### src/dlx_defines.svh
`ifndef DLX_DEFINES_SVH
`define DLX_DEFINES_SVH

// transfer width codes
`define DLX_TW_BYTE 2'b00
`define DLX_TW_HALF 2'b01
`define DLX_TW_WORD 2'b10

// address update codes
`define DLX_AC_INC1 3'b000
`define DLX_AC_INC1_RW 3'b001
`define DLX_AC_INC2 3'b010
`define DLX_AC_INC2_RW 3'b011
`define DLX_AC_INC4 3'b100
`define DLX_AC_FIX 3'b101
`define DLX_AC_DEC1 3'b110
`define DLX_AC_DEC1_RW 3'b111

// record word 0 field positions
`define DLX_W0_MODE 0
`define DLX_W0_TW_LO 1
`define DLX_W0_TW_HI 2
`define DLX_W0_SAC_LO 3
`define DLX_W0_SAC_HI 5
`define DLX_W0_DAC_LO 6
`define DLX_W0_DAC_HI 8
`define DLX_W0_NOCLOSE 9

// record word 1 field positions
`define DLX_W1_IRM_LO 0
`define DLX_W1_IRM_HI 7
`define DLX_W1_IIN_LO 8
`define DLX_W1_IIN_HI 15
`define DLX_W1_ORM_LO 16
`define DLX_W1_ORM_HI 31

// resets and counts
`define DLX_ZERO32 32'h0000_0000
`define DLX_ZERO17 17'h0_0000
`define DLX_ONE17 17'h0_0001
`define DLX_INNER_FULL 17'h0_0100

`endif

### src/dlx_pkg.sv
package dlx_pkg;
	typedef enum logic [2:0] {
		DLX_IDLE,
		DLX_READ,
		DLX_WRITE,
		DLX_SAVE,
		DLX_CLOSE
	} dlx_state_t;

	typedef logic [31:0] dlx_addr_t;
	typedef logic [16:0] dlx_count_t;
endpackage

### src/dlx_addr_step.sv
`timescale 1ns/100ps
`include "dlx_defines.svh"

// next-address unit for one channel side
module dlx_addr_step (
	input wire logic [31:0] cur_addr,
	input wire logic [31:0] start_addr,
	input wire logic [2:0] update_code,
	input wire logic [1:0] width_code,
	input wire logic inner_reload,
	output logic [31:0] next_addr
);
	wire [31:0] item_bytes;
	wire [31:0] step;
	wire rewind_on;

	// item size in bytes from width code
	assign item_bytes = (width_code == `DLX_TW_HALF) ? 32'h0000_0002 :
		(width_code == `DLX_TW_WORD) ? 32'h0000_0004 : 32'h0000_0001;
	// step per transfer; code 5 holds the address
	assign step = (update_code == `DLX_AC_INC2 ||
		update_code == `DLX_AC_INC2_RW) ? (item_bytes << 1) :
		(update_code == `DLX_AC_INC4) ? (item_bytes << 2) :
		(update_code == `DLX_AC_FIX) ? `DLX_ZERO32 : item_bytes;
	assign rewind_on = (update_code == `DLX_AC_INC1_RW) ||
		(update_code == `DLX_AC_INC2_RW) ||
		(update_code == `DLX_AC_DEC1_RW);
	// rewind codes go back to start on inner reload, else step on
	assign next_addr = (inner_reload && rewind_on) ? start_addr :
		(update_code == `DLX_AC_DEC1 || update_code == `DLX_AC_DEC1_RW) ?
		cur_addr - step : cur_addr + step;
endmodule

### src/dlx_core.sv
`timescale 1ns/100ps
`include "dlx_defines.svh"

// Functional notes
// - item width is 8, 16 or 32 bits from the two-bit width code
// - a record moves width times inner initial times outer remaining
// - mode 0: each trigger runs inner-initial transfers, then chains or waits
// - mode 0: record ends after outer-remaining triggers
// - mode 1: each trigger runs exactly one transfer, then chains or waits
// - mode 1: record ends after inner times outer triggers
// - mode 0: controller loads inner remaining from inner initial itself
// - source start address from word 2, destination from word 3
// - source and destination update codes are independent word 0 fields
// - codes 000/001 step one width, 010/011 two, 100 four; odd rewind
// - 101 holds, 110/111 decrement one width, only 111 rewinds
// - inner remaining counts down each transfer, reloads after inner initial
// - outer remaining counts down on each inner reload
// - with rewind the address returns to its start on inner reload
// - without rewind the address keeps advancing across reloads
// - source and destination each step by their own amount
// - unfinished record: counts and addresses written back, resume later
// - finished record runs the close process unless suppressed
module dlx_core (
	input wire logic mclk,
	input wire logic rst_b,
	input wire logic start_trig,
	input wire logic chain_trig,
	input wire logic [31:0] record_word0,
	input wire logic [31:0] record_word1,
	input wire logic [31:0] record_word2,
	input wire logic [31:0] record_word3,
	input wire logic [31:0] bus_rdata,
	input wire logic bus_ready,
	output logic busy,
	output logic bus_read,
	output logic bus_write,
	output logic [31:0] bus_addr,
	output logic [1:0] bus_size,
	output logic [31:0] bus_wdata,
	output logic wb_valid,
	output logic [31:0] wb_word1,
	output logic [31:0] wb_word2,
	output logic [31:0] wb_word3,
	output logic record_done,
	output logic close_req
);
	import dlx_pkg::*;

	dlx_state_t state;
	dlx_state_t next_state;
	logic loaded;
	logic mode;
	logic [1:0] width;
	logic [2:0] src_code;
	logic [2:0] dst_code;
	logic no_close;
	logic [16:0] inner_init;
	logic [16:0] inner_rem;
	logic [16:0] outer_rem;
	logic [31:0] src_addr;
	logic [31:0] dst_addr;
	logic [31:0] src_start;
	logic [31:0] dst_start;
	logic [31:0] data_hold;

	wire [16:0] w1_iin;
	wire [16:0] w1_irm;
	wire [16:0] w1_orm;
	wire inner_last;
	wire outer_last;
	wire xfer_done;
	wire burst_end;
	wire [31:0] next_src;
	wire [31:0] next_dst;
	wire [16:0] next_inner;
	wire [16:0] next_outer;
	wire trig;
	wire rec_load;
	wire [31:0] first_src;
	wire [1:0] next_width;

	// zero in the outer count field means the full 65536
	function automatic logic [16:0] count_of(input logic [15:0] f);
		count_of = (f == 16'h0000) ? 17'h1_0000 : {1'b0, f};
	endfunction

	// zero in an eight-bit inner count field means the full 256
	function automatic logic [16:0] inner_of(input logic [7:0] f);
		inner_of = (f == 8'h00) ? `DLX_INNER_FULL : {9'h000, f};
	endfunction

	// record word 1 field decode
	assign w1_iin = inner_of(record_word1[`DLX_W1_IIN_HI:`DLX_W1_IIN_LO]);
	assign w1_irm = inner_of(record_word1[`DLX_W1_IRM_HI:`DLX_W1_IRM_LO]);
	assign w1_orm = count_of(record_word1[`DLX_W1_ORM_HI:`DLX_W1_ORM_LO]);
	assign trig = start_trig | chain_trig;

	// a fresh record loads this cycle; its fields bypass the registers
	assign rec_load = (state == DLX_IDLE) && trig && !loaded;
	assign first_src = rec_load ? record_word2 : src_addr;
	assign next_width = rec_load ?
		record_word0[`DLX_W0_TW_HI:`DLX_W0_TW_LO] : width;

	// transfer bookkeeping
	assign xfer_done = (state == DLX_WRITE) && bus_ready;
	assign inner_last = (inner_rem == `DLX_ONE17); // reload point
	assign outer_last = (outer_rem == `DLX_ONE17);
	// mode 1 ends after one item, mode 0 after a full inner pass
	assign burst_end = mode | inner_last;
	assign next_inner = inner_last ? inner_init : inner_rem - `DLX_ONE17;
	assign next_outer = inner_last ? outer_rem - `DLX_ONE17 : outer_rem;

	// per-side address update, independent codes
	dlx_addr_step u_src (
		.cur_addr(src_addr),
		.start_addr(src_start),
		.update_code(src_code),
		.width_code(width),
		.inner_reload(inner_last),
		.next_addr(next_src)
	);
	dlx_addr_step u_dst (
		.cur_addr(dst_addr),
		.start_addr(dst_start),
		.update_code(dst_code),
		.width_code(width),
		.inner_reload(inner_last),
		.next_addr(next_dst)
	);

	// sequencer: read item, write item, then save or close
	always_comb begin
		next_state = state;
		case (state)
			DLX_IDLE: begin
				if (trig) begin
					next_state = DLX_READ;
				end
			end
			DLX_READ: begin
				if (bus_ready) begin
					next_state = DLX_WRITE;
				end
			end
			DLX_WRITE: begin
				if (bus_ready) begin
					if (inner_last && outer_last) begin
						next_state = DLX_CLOSE; // whole record moved
					end else if (burst_end) begin
						next_state = DLX_SAVE;
					end else begin
						next_state = DLX_READ;
					end
				end
			end
			DLX_SAVE: next_state = DLX_IDLE;
			DLX_CLOSE: next_state = DLX_IDLE;
			default: next_state = DLX_IDLE;
		endcase
	end

	// state register
	always_ff @(posedge mclk) begin
		if (!rst_b) begin
			state <= DLX_IDLE;
		end else begin
			state <= next_state;
		end
	end

	// record load on trigger while not already resident
	always_ff @(posedge mclk) begin
		if (!rst_b) begin
			loaded <= 1'b0;
		end else if (state == DLX_CLOSE) begin
			loaded <= 1'b0;
		end else if (state == DLX_IDLE && trig) begin
			loaded <= 1'b1;
		end
	end

	// configuration capture from word 0
	always_ff @(posedge mclk) begin
		if (!rst_b) begin
			mode <= 1'b0;
			width <= `DLX_TW_BYTE;
			src_code <= `DLX_AC_INC1;
			dst_code <= `DLX_AC_INC1;
			no_close <= 1'b0;
		end else if (state == DLX_IDLE && trig && !loaded) begin
			mode <= record_word0[`DLX_W0_MODE];
			width <= record_word0[`DLX_W0_TW_HI:`DLX_W0_TW_LO];
			src_code <= record_word0[`DLX_W0_SAC_HI:`DLX_W0_SAC_LO];
			dst_code <= record_word0[`DLX_W0_DAC_HI:`DLX_W0_DAC_LO];
			no_close <= record_word0[`DLX_W0_NOCLOSE];
		end
	end

	// counters: mode 0 ignores written inner remaining
	always_ff @(posedge mclk) begin
		if (!rst_b) begin
			inner_init <= `DLX_ZERO17;
			inner_rem <= `DLX_ZERO17;
			outer_rem <= `DLX_ZERO17;
		end else if (state == DLX_IDLE && trig && !loaded) begin
			inner_init <= w1_iin;
			inner_rem <= record_word0[`DLX_W0_MODE] ? w1_irm : w1_iin;
			outer_rem <= w1_orm;
		end else if (xfer_done) begin
			inner_rem <= next_inner;
			outer_rem <= next_outer;
		end
	end

	// addresses from words 2 and 3, stepped after each write
	always_ff @(posedge mclk) begin
		if (!rst_b) begin
			src_addr <= `DLX_ZERO32;
			dst_addr <= `DLX_ZERO32;
			src_start <= `DLX_ZERO32;
			dst_start <= `DLX_ZERO32;
		end else if (state == DLX_IDLE && trig && !loaded) begin
			src_addr <= record_word2;
			dst_addr <= record_word3;
			src_start <= record_word2;
			dst_start <= record_word3;
		end else if (xfer_done) begin
			src_addr <= next_src;
			dst_addr <= next_dst;
		end
	end

	// data item captured between read and write
	always_ff @(posedge mclk) begin
		if (!rst_b) begin
			data_hold <= `DLX_ZERO32;
		end else if (state == DLX_READ && bus_ready) begin
			data_hold <= bus_rdata;
		end
	end

	// bus request outputs, registered
	always_ff @(posedge mclk) begin
		if (!rst_b) begin
			bus_read <= 1'b0;
			bus_write <= 1'b0;
			bus_addr <= `DLX_ZERO32;
			bus_size <= `DLX_TW_BYTE;
			bus_wdata <= `DLX_ZERO32;
			busy <= 1'b0;
		end else begin
			bus_read <= (next_state == DLX_READ);
			bus_write <= (next_state == DLX_WRITE);
			busy <= (next_state != DLX_IDLE);
			bus_size <= next_width;
			if (next_state == DLX_READ) begin
				bus_addr <= (state == DLX_WRITE) ? next_src : first_src;
			end else if (next_state == DLX_WRITE) begin
				bus_addr <= dst_addr;
				// read data stands only with ready; later cycles use the copy
				bus_wdata <= (state == DLX_READ) ? bus_rdata : data_hold;
			end
		end
	end

	// write-back of progress and record close signalling
	always_ff @(posedge mclk) begin
		if (!rst_b) begin
			wb_valid <= 1'b0;
			wb_word1 <= `DLX_ZERO32;
			wb_word2 <= `DLX_ZERO32;
			wb_word3 <= `DLX_ZERO32;
			record_done <= 1'b0;
			close_req <= 1'b0;
		end else begin
			wb_valid <= (state == DLX_SAVE);
			record_done <= (state == DLX_CLOSE);
			close_req <= (state == DLX_CLOSE) && !no_close;
			if (state == DLX_SAVE) begin
				wb_word1 <= {outer_rem[15:0], inner_init[7:0],
					inner_rem[7:0]};
				wb_word2 <= src_addr;
				wb_word3 <= dst_addr;
			end
		end
	end
endmodule

### config.mk
export PLATFORM = sky130hd
export DESIGN_NAME = dlx_core
export DESIGN_NICKNAME = d
export VERILOG_FILES = /design/src/dlx_pkg.sv /design/src/dlx_addr_step.sv /design/src/dlx_core.sv
export VERILOG_INCLUDE_DIRS = /design/src /design/src/src
export SDC_FILE = /design/constraint.sdc
export NUM_CORES = 1
export LEC_CHECK = 0
export BUFFER_PORTS_ARGS = -buffer_cell sky130_fd_sc_hd__buf_2
export CAP_MARGIN = 20
export CELL_PAD_IN_SITES_DETAIL_PLACEMENT = 0
export CELL_PAD_IN_SITES_GLOBAL_PLACEMENT = 1
export CORE_ASPECT_RATIO = 0.8
export CORE_MARGIN = 2
export CORE_UTILIZATION = 40
export CTS_CLUSTER_SIZE = 14
export DETAILED_ROUTE_END_ITERATION = 16
export PLACE_DENSITY_LB_ADDON = 0.05
export SLEW_MARGIN = 20
export SYNTH_ARGS = -nofsm -noshare
export SYNTH_HDL_FRONTEND = slang
export SYNTH_SLANG_ARGS = --single-unit
### constraint.sdc
create_clock -name mclk -period 5.1 [get_ports mclk]
set_clock_uncertainty 0.15 [all_clocks]
set_input_delay 0.51 -clock mclk [delete_from_list [all_inputs] [get_ports mclk]]
set_output_delay 0.51 -clock mclk [all_outputs]
set_load 0.01 [all_outputs]
### After elaboration in Yosys (flattened, before gate mapping)

Index checks and enable logic that the tools add are counted.

* register bits: 391
* latch bits: 0
* RAM bits: 0
* ROM bits: 0
* input bits: 165
* output and inout port bits: 168
* word-level logic and storage cells: 126
* memories: 0

* $add $sub $neg: 6
* multipliers: 0
* divide/modulo/power cells: 0
* order comparisons: 0
* eq/ne operators: 24
* shift operators: 0
* mux-type cells: 37
* bitwise logic cells: 4
* reduce and logical (&&, ||, !) cells: 29

Operators with widths (number)
* $mux W32: 20
* $mux W17: 7
* $add A32 B32 Y32: 2
* $sub A32 B32 Y32: 2
* $eq A17 B1 Y1 const B: 2
* $sub A17 B1 Y17 const B: 2
* $eq A3 B3 Y1 const B: 9
* $mux W9: 3
* $eq A3 B2 Y1 const B: 7
* $logic_not A16 Y1: 1
* $logic_not A8 Y1: 2
* $mux W3: 5
* $eq A3 B1 Y1 const B: 4
* $pmux W3 S3: 1
* $logic_and A1 B1 Y1: 8
* $logic_or A1 B1 Y1: 8
* $reduce_bool A2 Y1: 3
* $reduce_and A2 Y1: 2
* $logic_not A3 Y1: 1
* $reduce_bool A3 Y1: 1
* $eq A2 B1 Y1 const B: 1
* $eq A2 B2 Y1 const B: 1
* $logic_not A1 Y1: 2
* $mux W2: 1
* 3 further kinds: 5

### Longest topological paths before layout

Gate-level depths: netlist of run 1.

* depth in word-level cells: 11
* depth in mapped cells: 21
* mapped depth without buffers: 20

### Modules after synthesis

Synthesis of run 1 repeated with hierarchy kept, for this count alone.

* cells, all modules: 2803
* area total of the unflattened synthesis: 20681.1 sq um

By module, submodules not included
* dlx_core: times used 1, cells an instance 2047, area each 15651.3 sq um, seq. area each 7667.4 sq um
* dlx_addr_step at u_src: times used 1, cells an instance 388, area each 2546.2 sq um, seq. area each 0.0 sq um
* dlx_addr_step at u_dst: times used 1, cells an instance 368, area each 2483.6 sq um, seq. area each 0.0 sq um

### Worst setup path before layout of run 1

Ideal clock, no wire load.

* path type: register to register
* from: reg, netlist name bus_size[0]
* to: reg dst_addr[31]
* library setup time: 0.117 ns
* data arrival time: 4.300 ns
* required time: 4.833 ns
* setup slack: 0.533 ns
* cell stages (with the launch flop): 21
* buffers on the path: 1
* clock period less this slack: 4.567 ns
* path through: dfxtp_1 > inv_1 > ha_1 > clkbuf_1 > mux2_2 > o21ai_0 > ha_1 > o2111a_1 > ha_1 > nand2b_1 > ha_1 > a21o_1 > a221oi_1 > o21ai_0 > a31o_2 > a211oi_1 > o21ai_1 > mux2i_1 > nor4_1 > nand2b_1 > a32o_1

RTL lines
* end signal, assigned: line dlx_core.sv:219 `` dst_addr <= `DLX_ZERO32; ``
* end signal, assigned: line dlx_core.sv:224 `dst_addr <= record_word3;`
* end signal, assigned: line dlx_core.sv:229 `dst_addr <= next_dst;`
* end, declared: line dlx_core.sv:61 `logic [31:0] dst_addr;`

==> impl_results.md, run 1 <==
* Fillers at 5,180
* Pre-antenna DRT Iters at 5
* Drc violations at 0
* R2R cell count at 20
* Power density over the cells at 370 mW/mm^2
* Synth top cells by count: nand2_1 (655), dfxtp_1 (383), a21boi_0 (251), a21oi_1 (138)
* Post-Synth Simple-Gate Area at 0.214
* Routed vias at 19.5k
* Die width at about 260 um
* CTS tree: done
* Core ar. at 0.0510 mm^2
* Synth Flop Type: dfxtp_1
* First-pass GRT wire length at around 110,000 um
* CP Cell Sequence: inv_1 > ha_2 > mux2_2 > o21ai_0 > ha_1 > o2111a_1 > ha_1 > nand2b_1 > ha_1 > a21o_1 > a221oi_2 > o21ai_0 > a31o_2 > a211oi_2 > buf_4 > o21ai_0 > a31oi_1 > xnor2_1 > a221oi_1 > nor2b_1
* Area share of the largest cell type after synthesis at 0.372
* Synth Area in Adders at 0.0474
* Critical path endpoint category: register
* Largest net degree at the start of global routing at around 130
* Met2 wire len at ~31,000 um
* Worst-path clk slew at about 0.070 ns
* Main area contributors after synthesis: dfxtp_1 (37%), nand2_1 (12%), a21boi_0 (9.1%)
* Post-layout util at 0.474
* Cells after synthesis at roughly 2.6k
* Max Root-Sink Buffers at 3
* Die height at between 200 and 250 um
* Detailed Route Iter0 Violations at ~1.3k
* Post-synth EDFFs at 0
* Main combinational cell family by area after synthesis: compound AO/OA/AOI/OAI gates
* Share of layout cells above drive strength 1 at 0.162
* Remaining global-route overflow at 0
* Clock sink total at roughly 380
* Fmax at ~0.21 GHz
* Detailed Place HPWL at roughly 49,000 um
* Worst path top cell family by delay: compound AO/OA/AOI/OAI gates
* Synth Cell Area at between 0.02 and 0.025 mm^2
* Antenna violations before repair at 8
* Hold crit path type: in2reg
* Slew @ Worst Pin at approximately 1.0 ns
* Final setup vio count at 0
* Post-synthesis mux area share at 0.0345
* Postcts setup bufs at 0
* Worst path required time at roughly 5.4 ns
* Slew Viols, Final at 0
* Met1 wire length at between 30,000 and 40,000 um
* Ports at ~330
* CTS root buffer: clkbuf_16
* Gpl congestion at a little under 0.9
* Final Critical Period at 4.69 ns
* Crit. path cell count at 20
* DR WL/cell at around 20 um
* Final #Nets at 3,068
* Post-synthesis register bit count at about 380
* H-tree level count at 2
* Final period utilization at 0.919
* Netlist cell types at slightly below 80
* Rel. slew slack at 0.323
* Peak VDD IR at about 220 uV
* Tot GR Track Use at 0.252
* Number of synthesis warnings at 0
* Clock Latency Late Sink at 0.58 ns
* Wirelength, routed at ~70,000 um
* CTS Buf Count at 42
* WL met3 at 3930 um
* Async SR Flop Fraction at 0
* Initial core utilization at 0.404
* Xor and xnor area share after synthesis at 0.0229
* MaxCap Viol Count at 0
* Die area at roughly 0.053 mm^2
* Dpl cell area at ~0.023 mm^2
* Detail Route Antenna Nets at 0
* Critical-path top delay cell: dfxtp_1
* Syn Nets at 2,852
* FP Rows at between 70 and 80
* Highest Signal Layer: met5
* Worst path arrival time at ~5.0 ns
* Worst Hold Depth at 3
* Worst setup path class: reg2reg
* Finished Cell Area at approximately 0.024 mm^2
* Crit path buffers/inverters at 2
* Maximum fanout along the worst path at 9
* Layout area overhead at 17.2%
* Vias in the first global route at 18.8k
* Vias per inst at 5.51
* Most common cell in the synthesized netlist: nand2_1
* Port bufs at just over 300
* Register area share after synthesis at 0.372
* P_leak at slightly above 0.01 uW
* Synth area leader: dfxtp_1
* Post-synthesis compound-gate area fraction at 0.266
* Mapped Avg Cell Area at 7.90 um^2
* Crit-path max cell delay at roughly 0.39 ns
* CP Launch Type: register
* Outcome: completed
* Hold Fails Final Rpt at 0
## timing repair
action,4_1_cts,5_1_grt
resized for setup,0,10
hold buffers,0,0
endpoints found under the setup margin,0,15
## metal layers
| metal | vias up | track usage |
|---|---|---|
| li1 | 9636 | - |
| met1 | 9331 | 0.335 |
| met2 | 449 | 0.407 |
| met3 | 120 | 0.0475 |
| met4 | 10 | 0.0891 |
| met5 | - | 0 |
## tightest hold or removal path, cell delays in order
cell and delay, ns:
buf_2 0.11, nand2_1 0.04, a21boi_0 0.06
## metrics by stage
| stage | std cells | worst slack [ns] | hold WS (ns) | TNS (ns) | power [uW] |
|---|---|---|---|---|---|
| floorplan | 2610 | 0.533 | 0.242 | 0 | 5040 |
| global placement | 3466 | 0.291 | 0.256 | 0 | 5770 |
| detailed placement | 3466 | 0.179 | 0.265 | 0 | 5800 |
| CTS | 3543 | 0.164 | 0.00962 | 0 | 9020 |
| global route | 3544 | -0.000775 | 0.0341 | -0.000775 | 9430 |
| finish | 3546 | 0.413 | 0.0386 | 0 | 8950 |
## power by group
part / switching (uW) / internal (uW)
clock: 1340 / 1850
sequential: 227 / 3200
combinational: 1430 / 904
## layout make-up
class / count / area, um^2 / share of cell area
Sequential cell: 383 / 7670 / 0.317
Clock inverter: 21 / 240 / 0.00994
Multi-Input combinational cell: 2005 / 12100 / 0.502
Antenna cell: 3 / 7.51 / 0.000311
Inverter: 38 / 143 / 0.00590
Clock buffer: 56 / 1180 / 0.0490
Timing Repair Buffer: 356 / 1940 / 0.0804
Tap cell: 684 / 856 / 0.0354
## logic make-up after synthesis
| kind of cell | count (synthesis) |
|---|---|
| XOR/XNOR | 54 |
| AO/OA/AOI/OAI | 797 |
| AND/OR/NAND/NOR | 1007 |
| adder cells (fa/ha/maj) | 77 |
| multiplexers | 70 |
| buffers and inverters | 222 |
| flip-flops | 383 |
## final timing paths
kind,start,endpoint,slack [ns]
worst max-delay path,bus_size[0],dst_addr[27],0.41
worst min-delay path,record_word3[26],dst_start[26],0.04
worst max register to register,bus_size[0],dst_addr[27],0.41
worst min register to register,no_close,close_req,0.27
## cells in the final DEF, fill, tap and decap left out, types with 27 or more instances in the layout
cell / synthesis / routed
a21boi_0: 251 / 251
a21oi_1: 138 / 138
and2_1: 35 / 35
buf_2: 17 / 309
buf_4: 3 / 43
clkbuf_16: 0 / 43
dfxtp_1: 383 / 383
ha_1: 75 / 73
inv_1: 38 / 38
mux2i_1: 61 / 61
nand2_1: 655 / 655
nand3_1: 54 / 54
nor2_1: 94 / 92
nor3_1: 29 / 28
o211a_1: 41 / 41
o211ai_1: 39 / 39
o21ai_0: 137 / 135
xnor2_1: 27 / 27
xor2_1: 27 / 27
No activity file was read; power rests on OpenSTA's default activity.
==> run 2: changes to the inputs <==
==> constraint.sdc (replaced) <==
create_clock -name mclk -period 4.7 [get_ports mclk]
set_clock_uncertainty 0.15 [all_clocks]
set_input_delay 0.47 -clock mclk [delete_from_list [all_inputs] [get_ports mclk]]
set_output_delay 0.47 -clock mclk [all_outputs]
set_load 0.01 [all_outputs]
==> impl_results.md, run 2 (synthesis results as in run 1) <==
* Outcome: completed
* CTS root buffer: clkbuf_16
* First-pass GRT wire length at 109,000 um (+1.4%)
* Finished Cell Area at 0.0252 mm^2 (+4.4%)
* Setup WS post-layout at 0.260 ns (-0.154 ns)
* Slew @ Worst Pin at 0.991 ns (-0.0204 ns)
* Detailed Place HPWL at 49,500 um (+1.8%)
* Port bufs at 310 (unchanged)
* Post-layout util at 0.495 (+0.0210)
* Most common cell after layout, fill and taps aside: nand2_1
* Max Root-Sink Buffers at 3 (unchanged)
* Dpl cell area at 0.0230 mm^2 (+1.4%)
* Commonest cells after routing, fill and taps aside: nand2_1 (655), dfxtp_1 (382), buf_2 (309)
* Die width at 258 um (unchanged)
* Hold Fails Final Rpt at 0 (unchanged)
* Layout area overhead at 22.4%
* Postcts setup bufs at 0 (unchanged)
* DP Worst Slack at 0.102 ns (-0.0769 ns)
* Peak VDD IR at 236 uV (+7.2%)
* Worst hold slack at 0.0226 ns (-0.0160 ns)
* Detailed Route Iter0 Violations at 1,327 (+2.3%)
* Vias in the first global route at 19.3k (+2.6%)
* Register area at 0.00767 mm^2 (about the same)
* Worst path required time at 5.05 ns (-0.36 ns)
* Final #Nets at 3,175 (+3.5%)
* Critical path endpoint category: register
* Rel. slew slack at 0.338 (+0.0147)
* Pre-antenna DRT Iters at 5 (unchanged)
* CTS tree: done
* Fmax at 0.225 GHz (+5.6%)
* Drc violations at 0 (unchanged)
* H-tree level count at 2 (unchanged)
* Share of layout cells above drive strength 1 at 0.174 (+0.0124)
* Antenna violations before repair at 8 (unchanged)
* Total power draw at 9940 uW (+11%)
* CTS Buf Count at 44 (+4.8%)
* DR WL/cell at 19.2 um (-1.8%)
* Clock Latency Late Sink at 0.59 ns (about the same)
* P_leak at 0.0108 uW (+5.0%)
* Die area at 0.0534 mm^2 (unchanged)
* Ports at 333 (unchanged)
* Final Critical Period at 4.44 ns (-0.246 ns)
* Routed vias at 19.9k (+1.9%)
* CP Launch Type: register
* Clock sink total at 383 (unchanged)
* Final setup vio count at 0 (unchanged)
* MaxCap Viol Count at 0 (unchanged)
* Die height at 207 um (unchanged)
* Maximum fanout along the worst path at 7 (-2)
* Initial core utilization at 0.404 (unchanged)
* Area occupied by multi-input gates at 0.0122 mm^2 (+0.59%)
* Worst path arrival time at 4.79 ns (-0.21 ns)
* Gpl congestion at 0.893 (+1.8%)
* Slew Viols, Final at 0 (unchanged)
* Remaining global-route overflow at 0 (unchanged)
* Final period utilization at 0.945 (+0.0258)
* Detail Route Antenna Nets at 0 (unchanged)
* Vias per inst at 5.45 (-1.1%)
* Largest net degree at the start of global routing at 142 (+6.0%)
* Core ar. at 0.0510 mm^2 (unchanged)
* Hold crit path type: in2reg
* Wirelength, routed at 70,200 um (+1.1%)
* Worst-path clk slew at 0.06 ns (about the same)
* Tot GR Track Use at 0.255 (+0.00300)
* Fillers at 5,030 (-2.9%)
* Worst setup path class: reg2reg
* FP Rows at 74 (unchanged)
* Power density over the cells at 394 mW/mm^2 (+6.4%)
* RSZ-0062 raised after global routing: true
[run 2: changes by cell type in the layout (fill, tap and decap cells not counted), sizes merged]
cell         delta
dlygate4sd3    +65
clkbuf          +4
inv             +3
diode           -1
clkinvlp        -3
clkinv          -2
buf            +40
[run 2: final cells by class]
class                      count  share of cell area
antenna                        2            0.000198
clock buffer                  60              0.0496
clock inverter                19             0.00838
inverter                      38             0.00565
multi-input combinational   2005               0.483
sequential                   383               0.304
tap                          684              0.0339
timing repair buffer         461               0.115
[run 2: metrics by stage]
step | std cells | setup TNS (ns)
5_1_grt | 3651 | -0.0438
3_5_place_dp | 3506 | 0
2_1_floorplan | 2610 | 0
6_report | 3652 | 0
3_3_place_gp | 3506 | 0
4_1_cts | 3650 | 0
[run 2: critical path: stages, from the launching register on]
cell,delay [ns]
dfxtp_2,0.35
inv_1,0.05
ha_2,0.32
buf_4,0.15
o21ai_1,0.10
ha_1,0.22
o2111a_1,0.14
ha_1,0.17
nand2b_1,0.19
buf_4,0.20
ha_1,0.22
a21oi_2,0.21
nand2_1,0.09
nor4_1,0.29
buf_4,0.18
o21ba_2,0.19
o31ai_2,0.09
a221oi_2,0.31
o21ai_0,0.14
xnor2_1,0.14
o211a_1,0.22
o31ai_1,0.21
[run 2: final timing paths]
check                           slack [ns]  depth (start not counted)        startpoint       endpoint
worst max-delay path                  0.26                         21       bus_size[0]   dst_addr[30]
worst min-delay path                  0.02                          3  record_word3[15]  dst_start[15]
worst max register to register        0.26                         21       bus_size[0]   dst_addr[30]
worst min register to register        0.28                          1          no_close      close_req
[run 2: routing by layer]
metal,up-vias,track usage,part of all wire
met2,464,0.411,0.45
met3,116,0.0489,0.053
met4,8,0.0869,0.031
met5,-,0,0.00076
met1,9469,0.340,0.47
li1,9854,-,-
[run 2: repair_timing]
action                                  in CTS  in global routing
endpoints found under the setup margin       0                 36
hold endpoints to repair                    68                  0
hold buffers                                65                  0
resized for setup                            0                 26
[run 2: where the power goes]
part           internal [uW]  switching, uW
clock network           2090           1460
registers               3480            242
logic                   1080           1590
==> run 3: changes to the inputs <==
==> constraint.sdc (replaced) <==
create_clock -name mclk -period 4.7 [get_ports mclk]
set_clock_uncertainty 0.15 [all_clocks]
set_input_delay 0.705 -clock mclk [delete_from_list [all_inputs] [get_ports mclk]]
set_output_delay 0.705 -clock mclk [all_outputs]
set_load 0.01 [all_outputs]
==> impl_results.md, run 3 (synthesis results as in run 1) <==
* Outcome: completed
* Crit-path max cell delay at 0.42 ns (+0.07 ns)
* Core ar. at 0.0510 mm^2 (unchanged)
* Gpl congestion at 0.892 (-0.11%)
* Worst path required time at 4.98 ns (-0.07 ns)
* Final period utilization at 0.951 (+0.00589)
* Crit path buffers/inverters at 1 (-3)
* Worst Setup EP: dst_addr[19]
* Fillers at 5,084 (+1.1%)
* Routed vias at 19.8k (-0.69%)
* Max Root-Sink Buffers at 3 (unchanged)
* CP Cell Sequence: inv_1 > ha_1 > mux2_2 > o21ai_0 > ha_1 > mux2i_1 > ha_1 > nor2b_1 > o2111ai_1 > a31oi_1 > a311o_1 > a21oi_1 > o21ai_1 > a21o_1 > a21oi_1 > xor2_1 > a21oi_1
* Worst Hold Depth at 3 (unchanged)
* Post-layout util at 0.481 (-0.0140)
* Ports at 333 (unchanged)
* Rel. slew slack at 0.304 (-0.0334)
* Remaining global-route overflow at 0 (unchanged)
* Drc violations at 0 (unchanged)
* Final Critical Period at 4.47 ns (+0.0277 ns)
* Vias per inst at 5.51 (+1.1%)
* Clock Latency Late Sink at 0.58 ns (about the same)
* Finished Cell Area at 0.0245 mm^2 (-2.8%)
* Worst path arrival time at 4.75 ns (-0.04 ns)
* Hold crit path type: in2reg
* Detail Route Antenna Nets at 0 (unchanged)
* Worst-path clk slew at 0.06 ns (about the same)
* CTS tree: done
* Maximum fanout along the worst path at 4 (-3)
* Worst setup path class: reg2reg
* CP Launch Type: register
* FP Rows at 74 (unchanged)
* Critical-path top delay cell: a311o_1
* Die width at 258 um (unchanged)
* Post-Route Setup TNS at 0 ns (unchanged)
* Wirelength, routed at 70,400 um (+0.29%)
* Post-CTS Hold Buffers at 0 (-100%)
* Pre-antenna DRT Iters at 5 (unchanged)
* Final setup vio count at 0 (unchanged)
* Worst r2r src: bus_size[0]
* Worst r2r dst: dst_addr[19]
* Dpl cell area at 0.0230 mm^2 (about the same)
* Peak VDD IR at 230 uV (-2.6%)
* Hold Fails Final Rpt at 0 (unchanged)
* Worst Setup SP: bus_size[0]
* Largest net degree at the start of global routing at 163 (+15%)
* Tot GR Track Use at 0.257 (+0.00208)
* P_leak at 0.0106 uW (-2.6%)
* Worst path top cell family by delay: compound AO/OA/AOI/OAI gates
* Slew Viols, Final at 0 (unchanged)
* Reg-to-reg setup timing slack at 0.23 ns (-0.03 ns)
* Critical path endpoint category: register
* MaxCap Viol Count at 0 (unchanged)
* CTS Buf Count at 43 (-2.3%)
* Share of layout cells above drive strength 1 at 0.178 (+0.00362)
* Fmax at 0.224 GHz (-0.62%)
* Layout area overhead at 18.9%
* R2R cell count at 17 (-19%)
* Total power draw at 9750 uW (-2.0%)
* H-tree level count at 2 (unchanged)
* Detailed Route Iter0 Violations at 1,453 (+9.5%)
* Power density over the cells at 397 mW/mm^2 (+0.87%)
* First-pass GRT wire length at 109,000 um (+0.39%)
* Port bufs at 310 (unchanged)
* Antenna violations before repair at 8 (unchanged)
* CTS root buffer: clkbuf_16
* DR WL/cell at 19.6 um (+2.1%)
* Crit. path cell count at 17 (-19%)
* Detailed Place HPWL at 49,900 um (+0.77%)
* Commonest cells after routing, fill and taps aside: nand2_1 (655), dfxtp_1 (382), buf_2 (309)
* Initial core utilization at 0.404 (unchanged)
* Die area at 0.0534 mm^2 (unchanged)
* Most common cell after layout, fill and taps aside: nand2_1
* Slew @ Worst Pin at 1.04 ns (+0.0523 ns)
* Postcts setup bufs at 0 (unchanged)
* Final #Nets at 3,112 (-2.0%)
* Die height at 207 um (unchanged)
* Vias in the first global route at 19.1k (-0.71%)
* Clock sink total at 383 (unchanged)
run 3: changes by cell type in the layout (fill, tap and decap cells not counted), moves of 3 or more:
cell / before / now
clkbuf_8: 7 / 13
bufinv_16: 4 / 1
buf_4: 82 / 85
dlygate4sd3_1: 65 / 0
o21ai_0: 134 / 128
o21ai_1: 4 / 10
run 3: how the worst min path moves through the flow:
stage	from	to	slack, ns
floorplan	no_close	close_req	0.24
global placement	no_close	close_req	0.26
detailed placement	no_close	close_req	0.26
CTS	record_word3[19]	dst_start[19]	0.20
global route	record_word0[9]	no_close	0.22
finish	record_word0[9]	no_close	0.22
run 3: what timing repair did:
item	CTS	global route
setup endpoints to repair	2	38
pin swaps	0	3
resized for setup	1	29
endpoints found under the hold margin	0	0
run 3: cell type report:
| cell class | count | area, um^2 | share of cell area |
|---|---|---|---|
| diodes | 2 | 5.00 | 0.000204 |
| inverters | 38 | 143 | 0.00581 |
| clock inverters | 12 | 103 | 0.00418 |
| flip-flops and latches | 383 | 7670 | 0.313 |
| clock buffers | 63 | 1300 | 0.0531 |
| multi-input cells | 2005 | 12200 | 0.496 |
| well taps | 684 | 856 | 0.0349 |
| repair buffers | 399 | 2280 | 0.0929 |
run 3: stage by stage:
| step | setup slack [ns] | hold slack, ns | std cells |
|---|---|---|---|
| 2_1_floorplan | 0.133 | 0.242 | 2610 |
| 3_3_place_gp | 0.0503 | 0.262 | 3509 |
| 3_5_place_dp | 0.00434 | 0.258 | 3509 |
| 4_1_cts | 0.0379 | 0.197 | 3584 |
| 5_1_grt | -0.00285 | 0.216 | 3584 |
| 6_report | 0.232 | 0.224 | 3586 |
run 3: per-layer routing:
metal,wire length (um),global-route usage,up-vias
met1,31900,0.341,9433
li1,-,-,9714
met4,1410,0.0624,12
met2,32500,0.422,524
met5,74,0,-
met3,4520,0.0582,90
run 3: tightest hold or removal path, cell delays in order:
cell and delay [ns]:
buf_2 0.10, nand2_1 0.04, a21boi_0 0.06
run 3: report_power, final:
part / total (uW) / switching [uW] / internal (uW) / leakage, uW
sequential: 3720 / 243 / 3480 / 0.00312
combinational: 2640 / 1590 / 1050 / 0.00675
clock: 3380 / 1410 / 1970 / 0.000700
